**src/hw/pwc_pkg.sv**
```systemverilog
// Package of constants, register map and types for the wave counter block.
// Function
// - One shared 15-bit counter, four compare channels.
// - Software selects up or up-down counting.
// - Period from top value and prescaler.
// - Top below compare: no edges, output high.
// - Compare values loaded only from decoder path.
// - Top-value writes safe at any time.
// - Load_layout_a layout takes top value from memory.
// - Other layouts sample top at start, loads.
// - Up mode wraps to zero, edge-aligned pulses.
// - Compare zero stays low, top stays high.
// - Up period is top times prescaled clock.
// - Up-down mode counts down, center-aligned pulses.
// - Up-down period is twice top times clock.
// - Polarity comes from memory word.
// - Glitch-free memory updates every period.
// - Word bit 15 polarity, bits 14:0 compare.
// - Load_layout_a layout: three compares then top value.
package pwc_pkg;
  localparam int CNT_W = 15;
  localparam int NCH = 4;
  localparam int POL_BIT = 15;
  localparam int WAVE_TOP_SLOT = 3;
  localparam logic [11:0] ADDR_CTRL = 12'h000;
  localparam logic [11:0] ADDR_TOP = 12'h004;
  localparam logic [11:0] ADDR_PRESC = 12'h008;
  localparam logic [11:0] ADDR_STATUS = 12'h00C;
  localparam logic [11:0] ADDR_COUNT = 12'h010;
  localparam int CTRL_EN_BIT = 0;
  localparam int CTRL_UD_BIT = 1;
  localparam int CTRL_WAVE_BIT = 2;
  localparam logic [14:0] TOP_RESET = 15'h03E8;
  localparam logic [2:0] PRESC_RESET = 3'h0;
  localparam int PRESC_W = 3;
  localparam logic [31:0] ZERO_WORD = 32'h0000_0000;
  typedef enum logic [1:0] {
    PWC_IDLE = 2'b00,
    PWC_UP = 2'b01,
    PWC_DOWN = 2'b11
  } pwc_state_t;
endpackage

```
**src/hw/pwc_load_if.sv**
```systemverilog
// Interface carrying decoder load words into the wave counter.
interface pwc_load_if;
  logic valid;
  logic ready;
  logic [15:0] word [4];
  modport src (output valid, output word, input ready);
  modport dst (input valid, input word, output ready);
endinterface

```
**src/hw/pwc_wave_counter.sv**
```systemverilog
// Wave counter top: APB registers, shared counter and four compare outputs.
//
// Decided for this implementation: the APB slave port and the placing of the registers.
module pwc_wave_counter
  import pwc_pkg::*;
(
  input wire logic pclk,
  input wire logic presetn,
  input wire logic psel,
  input wire logic penable,
  input wire logic pwrite,
  input wire logic [11:0] paddr,
  input wire logic [31:0] pwdata,
  output logic [31:0] prdata,
  output logic pready,
  output logic pslverr,
  input wire logic sequence_begin_task,
  input wire logic load_valid,
  input wire logic [15:0] load_word0,
  input wire logic [15:0] load_word1,
  input wire logic [15:0] load_word2,
  input wire logic [15:0] load_word3,
  output logic load_ready,
  output logic period_end,
  output logic [pwc_pkg::NCH-1:0] pwm_out
);
  ////////////////////////////////////////////////////////////////////////////
  typedef struct packed {
    logic enable;
    logic count_up_then_down;
    logic load_layout_a;
    logic [CNT_W-1:0] counter_top_value;
    logic [PRESC_W-1:0] presc;
    pwc_state_t state;
    logic [CNT_W-1:0] cnt;
    logic [CNT_W-1:0] top_act;
    logic [NCH-1:0][CNT_W-1:0] cmp_act;
    logic [NCH-1:0] pol_act;
    logic [NCH-1:0][CNT_W-1:0] cmp_pend;
    logic [NCH-1:0] pol_pend;
    logic [CNT_W-1:0] top_pend;
    logic pend;
    logic [NCH-1:0] out;
    logic pend_end;
    logic [31:0] rdata;
  } pwc_st_t;
  pwc_st_t st_reg;
  pwc_st_t st_next;
  pwc_load_if ld ();
  logic tick;
  logic wr;
  logic rd;
  logic at_top;
  logic at_zero;
  logic at_wrap;
  logic [CNT_W-1:0] cmp_val;
  logic boundary;
  logic [NCH-1:0] level;
  assign ld.valid = load_valid;
  assign ld.word[0] = load_word0;
  assign ld.word[1] = load_word1;
  assign ld.word[2] = load_word2;
  assign ld.word[3] = load_word3;
  assign load_ready = ld.ready;
  ////////////////////////////////////////////////////////////////////////////
  pwc_prescaler #() u_pre (
    .pclk(pclk),
    .presetn(presetn),
    .run(st_reg.state != PWC_IDLE),
    .presc(st_reg.presc),
    .tick(tick)
  );
  ////////////////////////////////////////////////////////////////////////////
  // Zero-wait APB slave; addresses above ADDR_COUNT answer with an error.
  assign pready = 1'b1;
  assign wr = psel && penable && pwrite;
  assign rd = psel && !penable && !pwrite;
  always_comb begin
    pslverr = 1'b0;
    if (psel && penable && paddr > ADDR_COUNT) begin
      pslverr = 1'b1;
    end
  end
  assign prdata = st_reg.rdata;
  ////////////////////////////////////////////////////////////////////////////
  // A decoder load is taken only while no earlier load still waits.
  assign ld.ready = !st_reg.pend;
  assign at_top = st_reg.cnt >= st_reg.top_act;
  assign at_zero = st_reg.cnt == '0;
  // Up-only counting wraps one step before the top value, so a period is top ticks long.
  assign at_wrap = ({1'b0, st_reg.cnt} + 16'h0001) >= {1'b0, st_reg.top_act};
  // Rising half compares one step back, so each value shows twice per period.
  always_comb begin
    cmp_val = st_reg.cnt;
    if (st_reg.count_up_then_down && st_reg.state == PWC_UP && !at_zero) begin
      cmp_val = st_reg.cnt - 15'h0001;
    end
  end
  assign period_end = st_reg.pend_end;
  always_comb begin
    boundary = 1'b0;
    if (tick) begin
      if (st_reg.state == PWC_UP && !st_reg.count_up_then_down && at_wrap) begin
        boundary = 1'b1;
      end
      if (st_reg.state == PWC_DOWN && at_zero) begin
        boundary = 1'b1;
      end
    end
  end
  // Output level per channel for the current counter value.
  genvar g;
  generate
    for (g = 0; g < NCH; g++) begin : g_ch
      always_comb begin
        if (st_reg.cmp_act[g] == '0) begin
          level[g] = st_reg.pol_act[g];
        end else if (st_reg.cmp_act[g] > st_reg.top_act) begin
          level[g] = st_reg.pol_act[g] ? 1'b0 : 1'b1;
        end else begin
          level[g] = (cmp_val < st_reg.cmp_act[g]) ^ st_reg.pol_act[g];
        end
      end
    end
  endgenerate
  ////////////////////////////////////////////////////////////////////////////
  always_comb begin
    st_next = st_reg;
    st_next.pend_end = 1'b0;
    st_next.rdata = ZERO_WORD;
    if (rd) begin
      case (paddr)
        ADDR_CTRL: begin
          st_next.rdata = 32'({st_reg.load_layout_a, st_reg.count_up_then_down, st_reg.enable});
        end
        ADDR_TOP: begin
          st_next.rdata = 32'(st_reg.counter_top_value);
        end
        ADDR_PRESC: begin
          st_next.rdata = 32'(st_reg.presc);
        end
        ADDR_STATUS: begin
          st_next.rdata = 32'({st_reg.pend, st_reg.state});
        end
        ADDR_COUNT: begin
          st_next.rdata = 32'(st_reg.cnt);
        end
        default: begin
          st_next.rdata = ZERO_WORD;
        end
      endcase
    end
    if (wr) begin
      case (paddr)
        ADDR_CTRL: begin
          st_next.enable = pwdata[CTRL_EN_BIT];
          st_next.count_up_then_down = pwdata[CTRL_UD_BIT];
          st_next.load_layout_a = pwdata[CTRL_WAVE_BIT];
        end
        ADDR_TOP: begin
          st_next.counter_top_value = pwdata[CNT_W-1:0];
        end
        ADDR_PRESC: begin
          st_next.presc = pwdata[PRESC_W-1:0];
        end
        default: begin
        end
      endcase
    end
    // Memory words are staged and never written by software.
    if (ld.valid && ld.ready) begin
      st_next.pend = 1'b1;
      for (int i = 0; i < NCH; i++) begin
        st_next.cmp_pend[i] = ld.word[i][CNT_W-1:0];
        st_next.pol_pend[i] = ld.word[i][POL_BIT];
      end
      if (st_reg.load_layout_a) begin
        st_next.top_pend = ld.word[WAVE_TOP_SLOT][CNT_W-1:0];
        st_next.cmp_pend[WAVE_TOP_SLOT] = '0;
        st_next.pol_pend[WAVE_TOP_SLOT] = 1'b0;
      end else begin
        st_next.top_pend = st_reg.counter_top_value;
      end
    end
    case (st_reg.state)
      PWC_IDLE: begin
        st_next.cnt = '0;
        if (st_reg.enable && sequence_begin_task && st_next.pend) begin
          st_next.state = PWC_UP;
          st_next.cmp_act = st_next.cmp_pend;
          st_next.pol_act = st_next.pol_pend;
          st_next.top_act = st_reg.load_layout_a ? st_next.top_pend
                                                 : st_reg.counter_top_value;
          st_next.pend = 1'b0;
        end
      end
      PWC_UP: begin
        if (tick) begin
          st_next.out = level;
          if (st_reg.count_up_then_down && at_top) begin
            st_next.state = PWC_DOWN;
            st_next.cnt = st_reg.cnt - 15'h0001;
          end else if (!st_reg.count_up_then_down && at_wrap) begin
            st_next.cnt = '0;
          end else begin
            st_next.cnt = st_reg.cnt + 15'h0001;
          end
        end
      end
      PWC_DOWN: begin
        if (tick) begin
          st_next.out = level;
          if (at_zero) begin
            st_next.state = PWC_UP;
            st_next.cnt = 15'h0001;
          end else begin
            st_next.cnt = st_reg.cnt - 15'h0001;
          end
        end
      end
      default: begin
        st_next.state = PWC_IDLE;
      end
    endcase
    if (boundary) begin
      st_next.pend_end = 1'b1;
      if (st_reg.pend) begin
        st_next.cmp_act = st_reg.cmp_pend;
        st_next.pol_act = st_reg.pol_pend;
        st_next.top_act = st_reg.top_pend;
        st_next.pend = 1'b0;
      end
      if (!st_reg.enable) begin
        st_next.state = PWC_IDLE;
        st_next.cnt = '0;
      end
    end
  end
  always_ff @(posedge pclk or negedge presetn) begin
    if (!presetn) begin
      st_reg <= '0;
      st_reg.counter_top_value <= TOP_RESET;
      st_reg.presc <= PRESC_RESET;
      st_reg.state <= PWC_IDLE;
    end else begin
      st_reg <= st_next;
    end
  end
  assign pwm_out = st_reg.out;
endmodule // pwc_wave_counter

```
**src/hw/pwc_prescaler.sv**
```systemverilog
// Prescaler producing a one-cycle tick every 2**presc base clocks.
module pwc_prescaler
  import pwc_pkg::*;
(
  input wire logic pclk,
  input wire logic presetn,
  input wire logic run,
  input wire logic [pwc_pkg::PRESC_W-1:0] presc,
  output logic tick
);
  typedef struct packed {
    logic [7:0] div;
  } pwc_pre_st_t;
  pwc_pre_st_t st_reg;
  pwc_pre_st_t st_next;
  logic [7:0] mask;
  always_comb begin
    mask = 8'(({1'b1, 7'h00} >> (7 - presc)) - 1);
    tick = run && ((st_reg.div & mask) == mask);
  end
  always_comb begin
    st_next = st_reg;
    if (!run) begin
      st_next.div = 8'h00;
    end else begin
      st_next.div = st_reg.div + 8'h01;
    end
  end
  always_ff @(posedge pclk or negedge presetn) begin
    if (!presetn) begin
      st_reg <= '0;
    end else begin
      st_reg <= st_next;
    end
  end
endmodule // pwc_prescaler

```
**config.mk**
```make
export PLATFORM = sky130hd
export DESIGN_NAME = pwc_wave_counter
export DESIGN_NICKNAME = d
export VERILOG_FILES = /design/src/hw/pwc_pkg.sv /design/src/hw/pwc_load_if.sv /design/src/hw/pwc_wave_counter.sv /design/src/hw/pwc_prescaler.sv
export SDC_FILE = /design/constraint.sdc
export NUM_CORES = 1
export LEC_CHECK = 0
export BUFFER_PORTS_ARGS = -buffer_cell sky130_fd_sc_hd__buf_2
export CORE_MARGIN = 4
export CORE_UTILIZATION = 45
export CTS_CLUSTER_SIZE = 20
export DETAILED_ROUTE_END_ITERATION = 10
export PLACE_DENSITY = 0.64
export RECOVER_POWER = 100
export SYNTH_ARGS = -nofsm -noshare
export SYNTH_HDL_FRONTEND = slang
export SYNTH_SLANG_ARGS = --single-unit
```
**constraint.sdc**
```tcl
create_clock -name pclk -period 5.76 [get_ports pclk]
set_input_delay 0 -clock pclk [delete_from_list [all_inputs] [get_ports pclk]]
set_output_delay 0 -clock pclk [all_outputs]
set_load 0.02 [all_outputs]
```
==> flow_metrics.env <==
export IMPL_synth_simple_area_share_pct=14.9
export IMPL_synth_xor_area_share_pct=2.23
export IMPL_top_layer_used="met4"
export IMPL_holdPathEnd="prdata[4]$_DFF_PN0_"
export IMPL_worst_slew_pin_slew_ns=4.72
export IMPL_status="complete, but fails checks"
export IMPL_required_ns=6.18
export IMPL_layout_common_cells="dfrtp_1, nand2_1, o21ai_0"
export IMPL_io_buffers=119
export IMPL_finalSetupTns_ns=0
export IMPL_hp_class="primary input to register"
export IMPL_synth_top_family_by_area="compound AO/OA/AOI/OAI gates"
export IMPL_first_global_vias=12825
export IMPL_cts_hold_buf=89
export IMPL_rr_endpoint="st_reg[37]$_DFF_PN0_"
export IMPL_synth_edf_count=0
export IMPL_grt_antenna_before_repair=0
export IMPL_powerDensity_nw_per_um2=262
export IMPL_cts_setup_buffers=0
export IMPL_p_leak_nw=8.85
export IMPL_met2WireLength_um=20200
export IMPL_final_min_clock_period_ns=5.14
export IMPL_wl_met1_um=19200
export IMPL_cp_arrival_ns=5.56
export IMPL_clk_pin_slew_worst_paths_ns=0.07
export IMPL_mostFrequentLayoutCell="dfrtp_1"
export IMPL_end_kind="register"
export IMPL_wl_um=43800
export IMPL_path_cells="and3_1 > and3_1 > nand3_1 > xnor2_1 > ha_1 > nand4_1 > nor4_1 > a211oi_1 > o211ai_1 > clkbuf_1 > nand3_1 > a211oi_4 > buf_4 > a311oi_1 > dlygate4sd3_1"
export IMPL_num_antenna_cells=0
export IMPL_r2r_cells=15
export IMPL_finalNetCount=2035
export IMPL_setup_viol=0
export IMPL_synth_seq_area_share_pct=37.7
export IMPL_ys_seq_elements=224
export IMPL_synth_fa_ha_area_share_pct=12.5
export IMPL_r2r_start="st_reg[198]$_DFF_PN0_"
export IMPL_startpoint_type="register"
export IMPL_fp_row_count=66
export IMPL_cts_repair_resized=0
export IMPL_crit_path_top_delay_cell="dfrtp_1"
export IMPL_grt_overflow_total=0
export IMPL_skew_ns=0.0201
export IMPL_largest_register_ffs=197
export IMPL_die_h_um=190
export IMPL_slew_viol_final=172
export IMPL_initialDrtViolationCount=1011
export IMPL_relSlewSlack_pct=-214
export IMPL_initial_core_util_pct=45.7
export IMPL_dpl_instance_area_um2=15700
export IMPL_async_flop_share_pct=100
export IMPL_synth_area_mux_share_pct=9.64
export IMPL_peakVddDrop_mv=0.214
export IMPL_netlist_area_um2=14900
export IMPL_io_pins=155
export IMPL_core_area_um2=32600
export IMPL_hold_depth=3
export IMPL_critical_path_class="register to register"
export IMPL_ys_flop_type="dfrtp_1"
export IMPL_htreeDepth=1
export IMPL_clock_latency_ns=0.55
export IMPL_cts_root_buf="clkbuf_16"
export IMPL_fin_crit_sh_pct=89.2
export IMPL_hold_path_startpoint="pwrite"
export IMPL_cts_buffers_inserted=26
export IMPL_area_growth_pct=17.3
export IMPL_grt_max_degree=96
export IMPL_cts_sinks=224
export IMPL_hold_violations=0
export IMPL_fillers=2984
export IMPL_avgSynthCellArea_um2=9.21
export IMPL_cp_max_fo=22
export IMPL_yosysUniqueCellTypes=77
export IMPL_ant_nets=0
export IMPL_violations="capacitance limit, slew limit"
export IMPL_worst_path_buf_inv=3
export IMPL_final_cell_area_um2=17500
export IMPL_die_x_um=190
export IMPL_wl_met3_um=3190
export IMPL_synth_compound_area_share_pct=16.4
export IMPL_yosysWarnings=0
export IMPL_rsz0062_at_grt="no"
export IMPL_drtPass1Iterations=8
export IMPL_reg2reg_slack_ns=0.62
export IMPL_cts_tree="built"
export IMPL_dieArea_um2=36100
export IMPL_drc=0
export IMPL_via_count=12820
export IMPL_grt_usage_pct=23.9
export IMPL_place_congestion=0.931
export IMPL_cp_top_family="simple AND/OR/NAND/NOR gates"
export IMPL_layout_drive_gt1_share_pct=12.6
export IMPL_dp_hpwl_um=30200
export IMPL_max_stage_delay_ns=0.73
export IMPL_drt_vias_per_instance=5.74
export IMPL_synthCells=1619
export IMPL_wl_per_cell_um=19.6
export IMPL_grt_pass1_wl_um=69600
export IMPL_clk_path_buf_depth=3
export IMPL_maxCapViolCount=2
export IMPL_max_freq_mhz=195
[report_power, final]
group	switching (mW)	leakage [nW]	total [mW]	internal (mW)
logic	0.602	5.78	1.01	0.409
clock network	0.694	0.472	1.83	1.13
registers	0.106	2.59	1.74	1.63
[tightest hold or removal path, cell delays in order]
cell and delay, ns:
buf_2 0.09, or4b_2 0.33, nor2_1 0.09
[cells in the mapped netlist (all sizes together) (4+ instances only)]
| cell | number | area share [%] |
|---|---|---|
| a21o | 19 | 0.96 |
| or3 | 7 | 0.33 |
| nand2b | 18 | 0.76 |
| nor4 | 18 | 0.76 |
| a221oi | 7 | 0.41 |
| nand2 | 178 | 4.5 |
| a211oi | 8 | 0.40 |
| xor2 | 13 | 0.76 |
| clkbuf | 73 | 1.8 |
| nor2b | 27 | 1.1 |
| o221ai | 4 | 0.24 |
| nor2 | 90 | 2.3 |
| and4 | 6 | 0.35 |
| a21oi | 100 | 3.4 |
| o21ai | 160 | 5.4 |
| o21a | 7 | 0.35 |
| mux2 | 68 | 5.1 |
| a31oi | 5 | 0.21 |
| a22oi | 21 | 1.1 |
| ha | 149 | 13 |
| a22o | 6 | 0.35 |
| inv | 88 | 2.2 |
| nand4 | 28 | 1.2 |
| nor3b | 4 | 0.31 |
| or4 | 6 | 0.35 |
| dfstp | 6 | 1.1 |
| dfrtp | 218 | 37 |
| buf | 52 | 2.5 |
| mux2i | 67 | 4.5 |
| nand3 | 24 | 0.81 |
| xnor2 | 25 | 1.5 |
| a41oi | 5 | 0.29 |
| a32o | 4 | 0.27 |
| o211ai | 13 | 0.65 |
| and3 | 9 | 0.38 |
| o41ai | 5 | 0.29 |
| nor3 | 24 | 0.88 |
| a2111oi | 6 | 0.35 |
[metrics by stage]
step / util (%) / setup slack [ns] / power, mW / std cells / hold slack, ns
final: 53.6 / 0.621 / 4.58 / 2233 / 0.0157
after global routing: 53.6 / 0.235 / 4.78 / 2233 / 0.0581
after CTS: 53.8 / 0.870 / 4.60 / 2233 / 0.00592
after detailed placement: 48.2 / 0.901 / 2.72 / 2096 / 0.0169
after global placement: 48.2 / 0.955 / 2.69 / 2096 / 0.0203
after floorplan: - / 1.54 / 2.38 / 1635 / -0.296
[layout make-up]
cell class / instances / area [µm²] / area share (%)
Tap cell: 442 / 553 / 3.16
Clock buffer: 36 / 790 / 4.52
Clock inverter: 12 / 169 / 0.966
Inverter: 90 / 338 / 1.93
Sequential cell: 224 / 5610 / 32.1
Timing Repair Buffer: 233 / 1640 / 9.36
Multi-Input combinational cell: 1196 / 8380 / 48.0
[worst max path at each step]
| stage | depth (start not counted) | start | endpoint |
|---|---|---|---|
| after floorplan | 20 | st_reg[196]$_DFF_PN0_ | pwm_out[0]$_DFFE_PN0P_ |
| after global placement | 18 | st_reg[196]$_DFF_PN0_ | pwm_out[2]$_DFFE_PN0P_ |
| after detailed placement | 18 | st_reg[196]$_DFF_PN0_ | pwm_out[2]$_DFFE_PN0P_ |
| after CTS | 18 | st_reg[196]$_DFF_PN0_ | pwm_out[2]$_DFFE_PN0P_ |
| after global routing | 18 | st_reg[196]$_DFF_PN0_ | pwm_out[2]$_DFFE_PN0P_ |
| final | 15 | st_reg[198]$_DFF_PN0_ | st_reg[37]$_DFF_PN0_ |
[cell families (layout without fill, tap and decap cells)]
family	after synthesis	count (layout)
buffers and inverters	215	371
adders and majority gates	149	149
muxes	135	135
and+or+nand+nor	455	455
DFF	224	224
xor gates and xnor gates	38	38
other	2	18
AOI/OAI and AO/OA	401	401
[routing by layer]
layer  global-route usage (%)  vias up
li1                         -     6058
met1                     33.1     6218
met2                     38.6      450
met3                     4.31       94
met4                     6.62        0
met5                        0        -
Note: power is estimated with default switching activity, not from simulation.
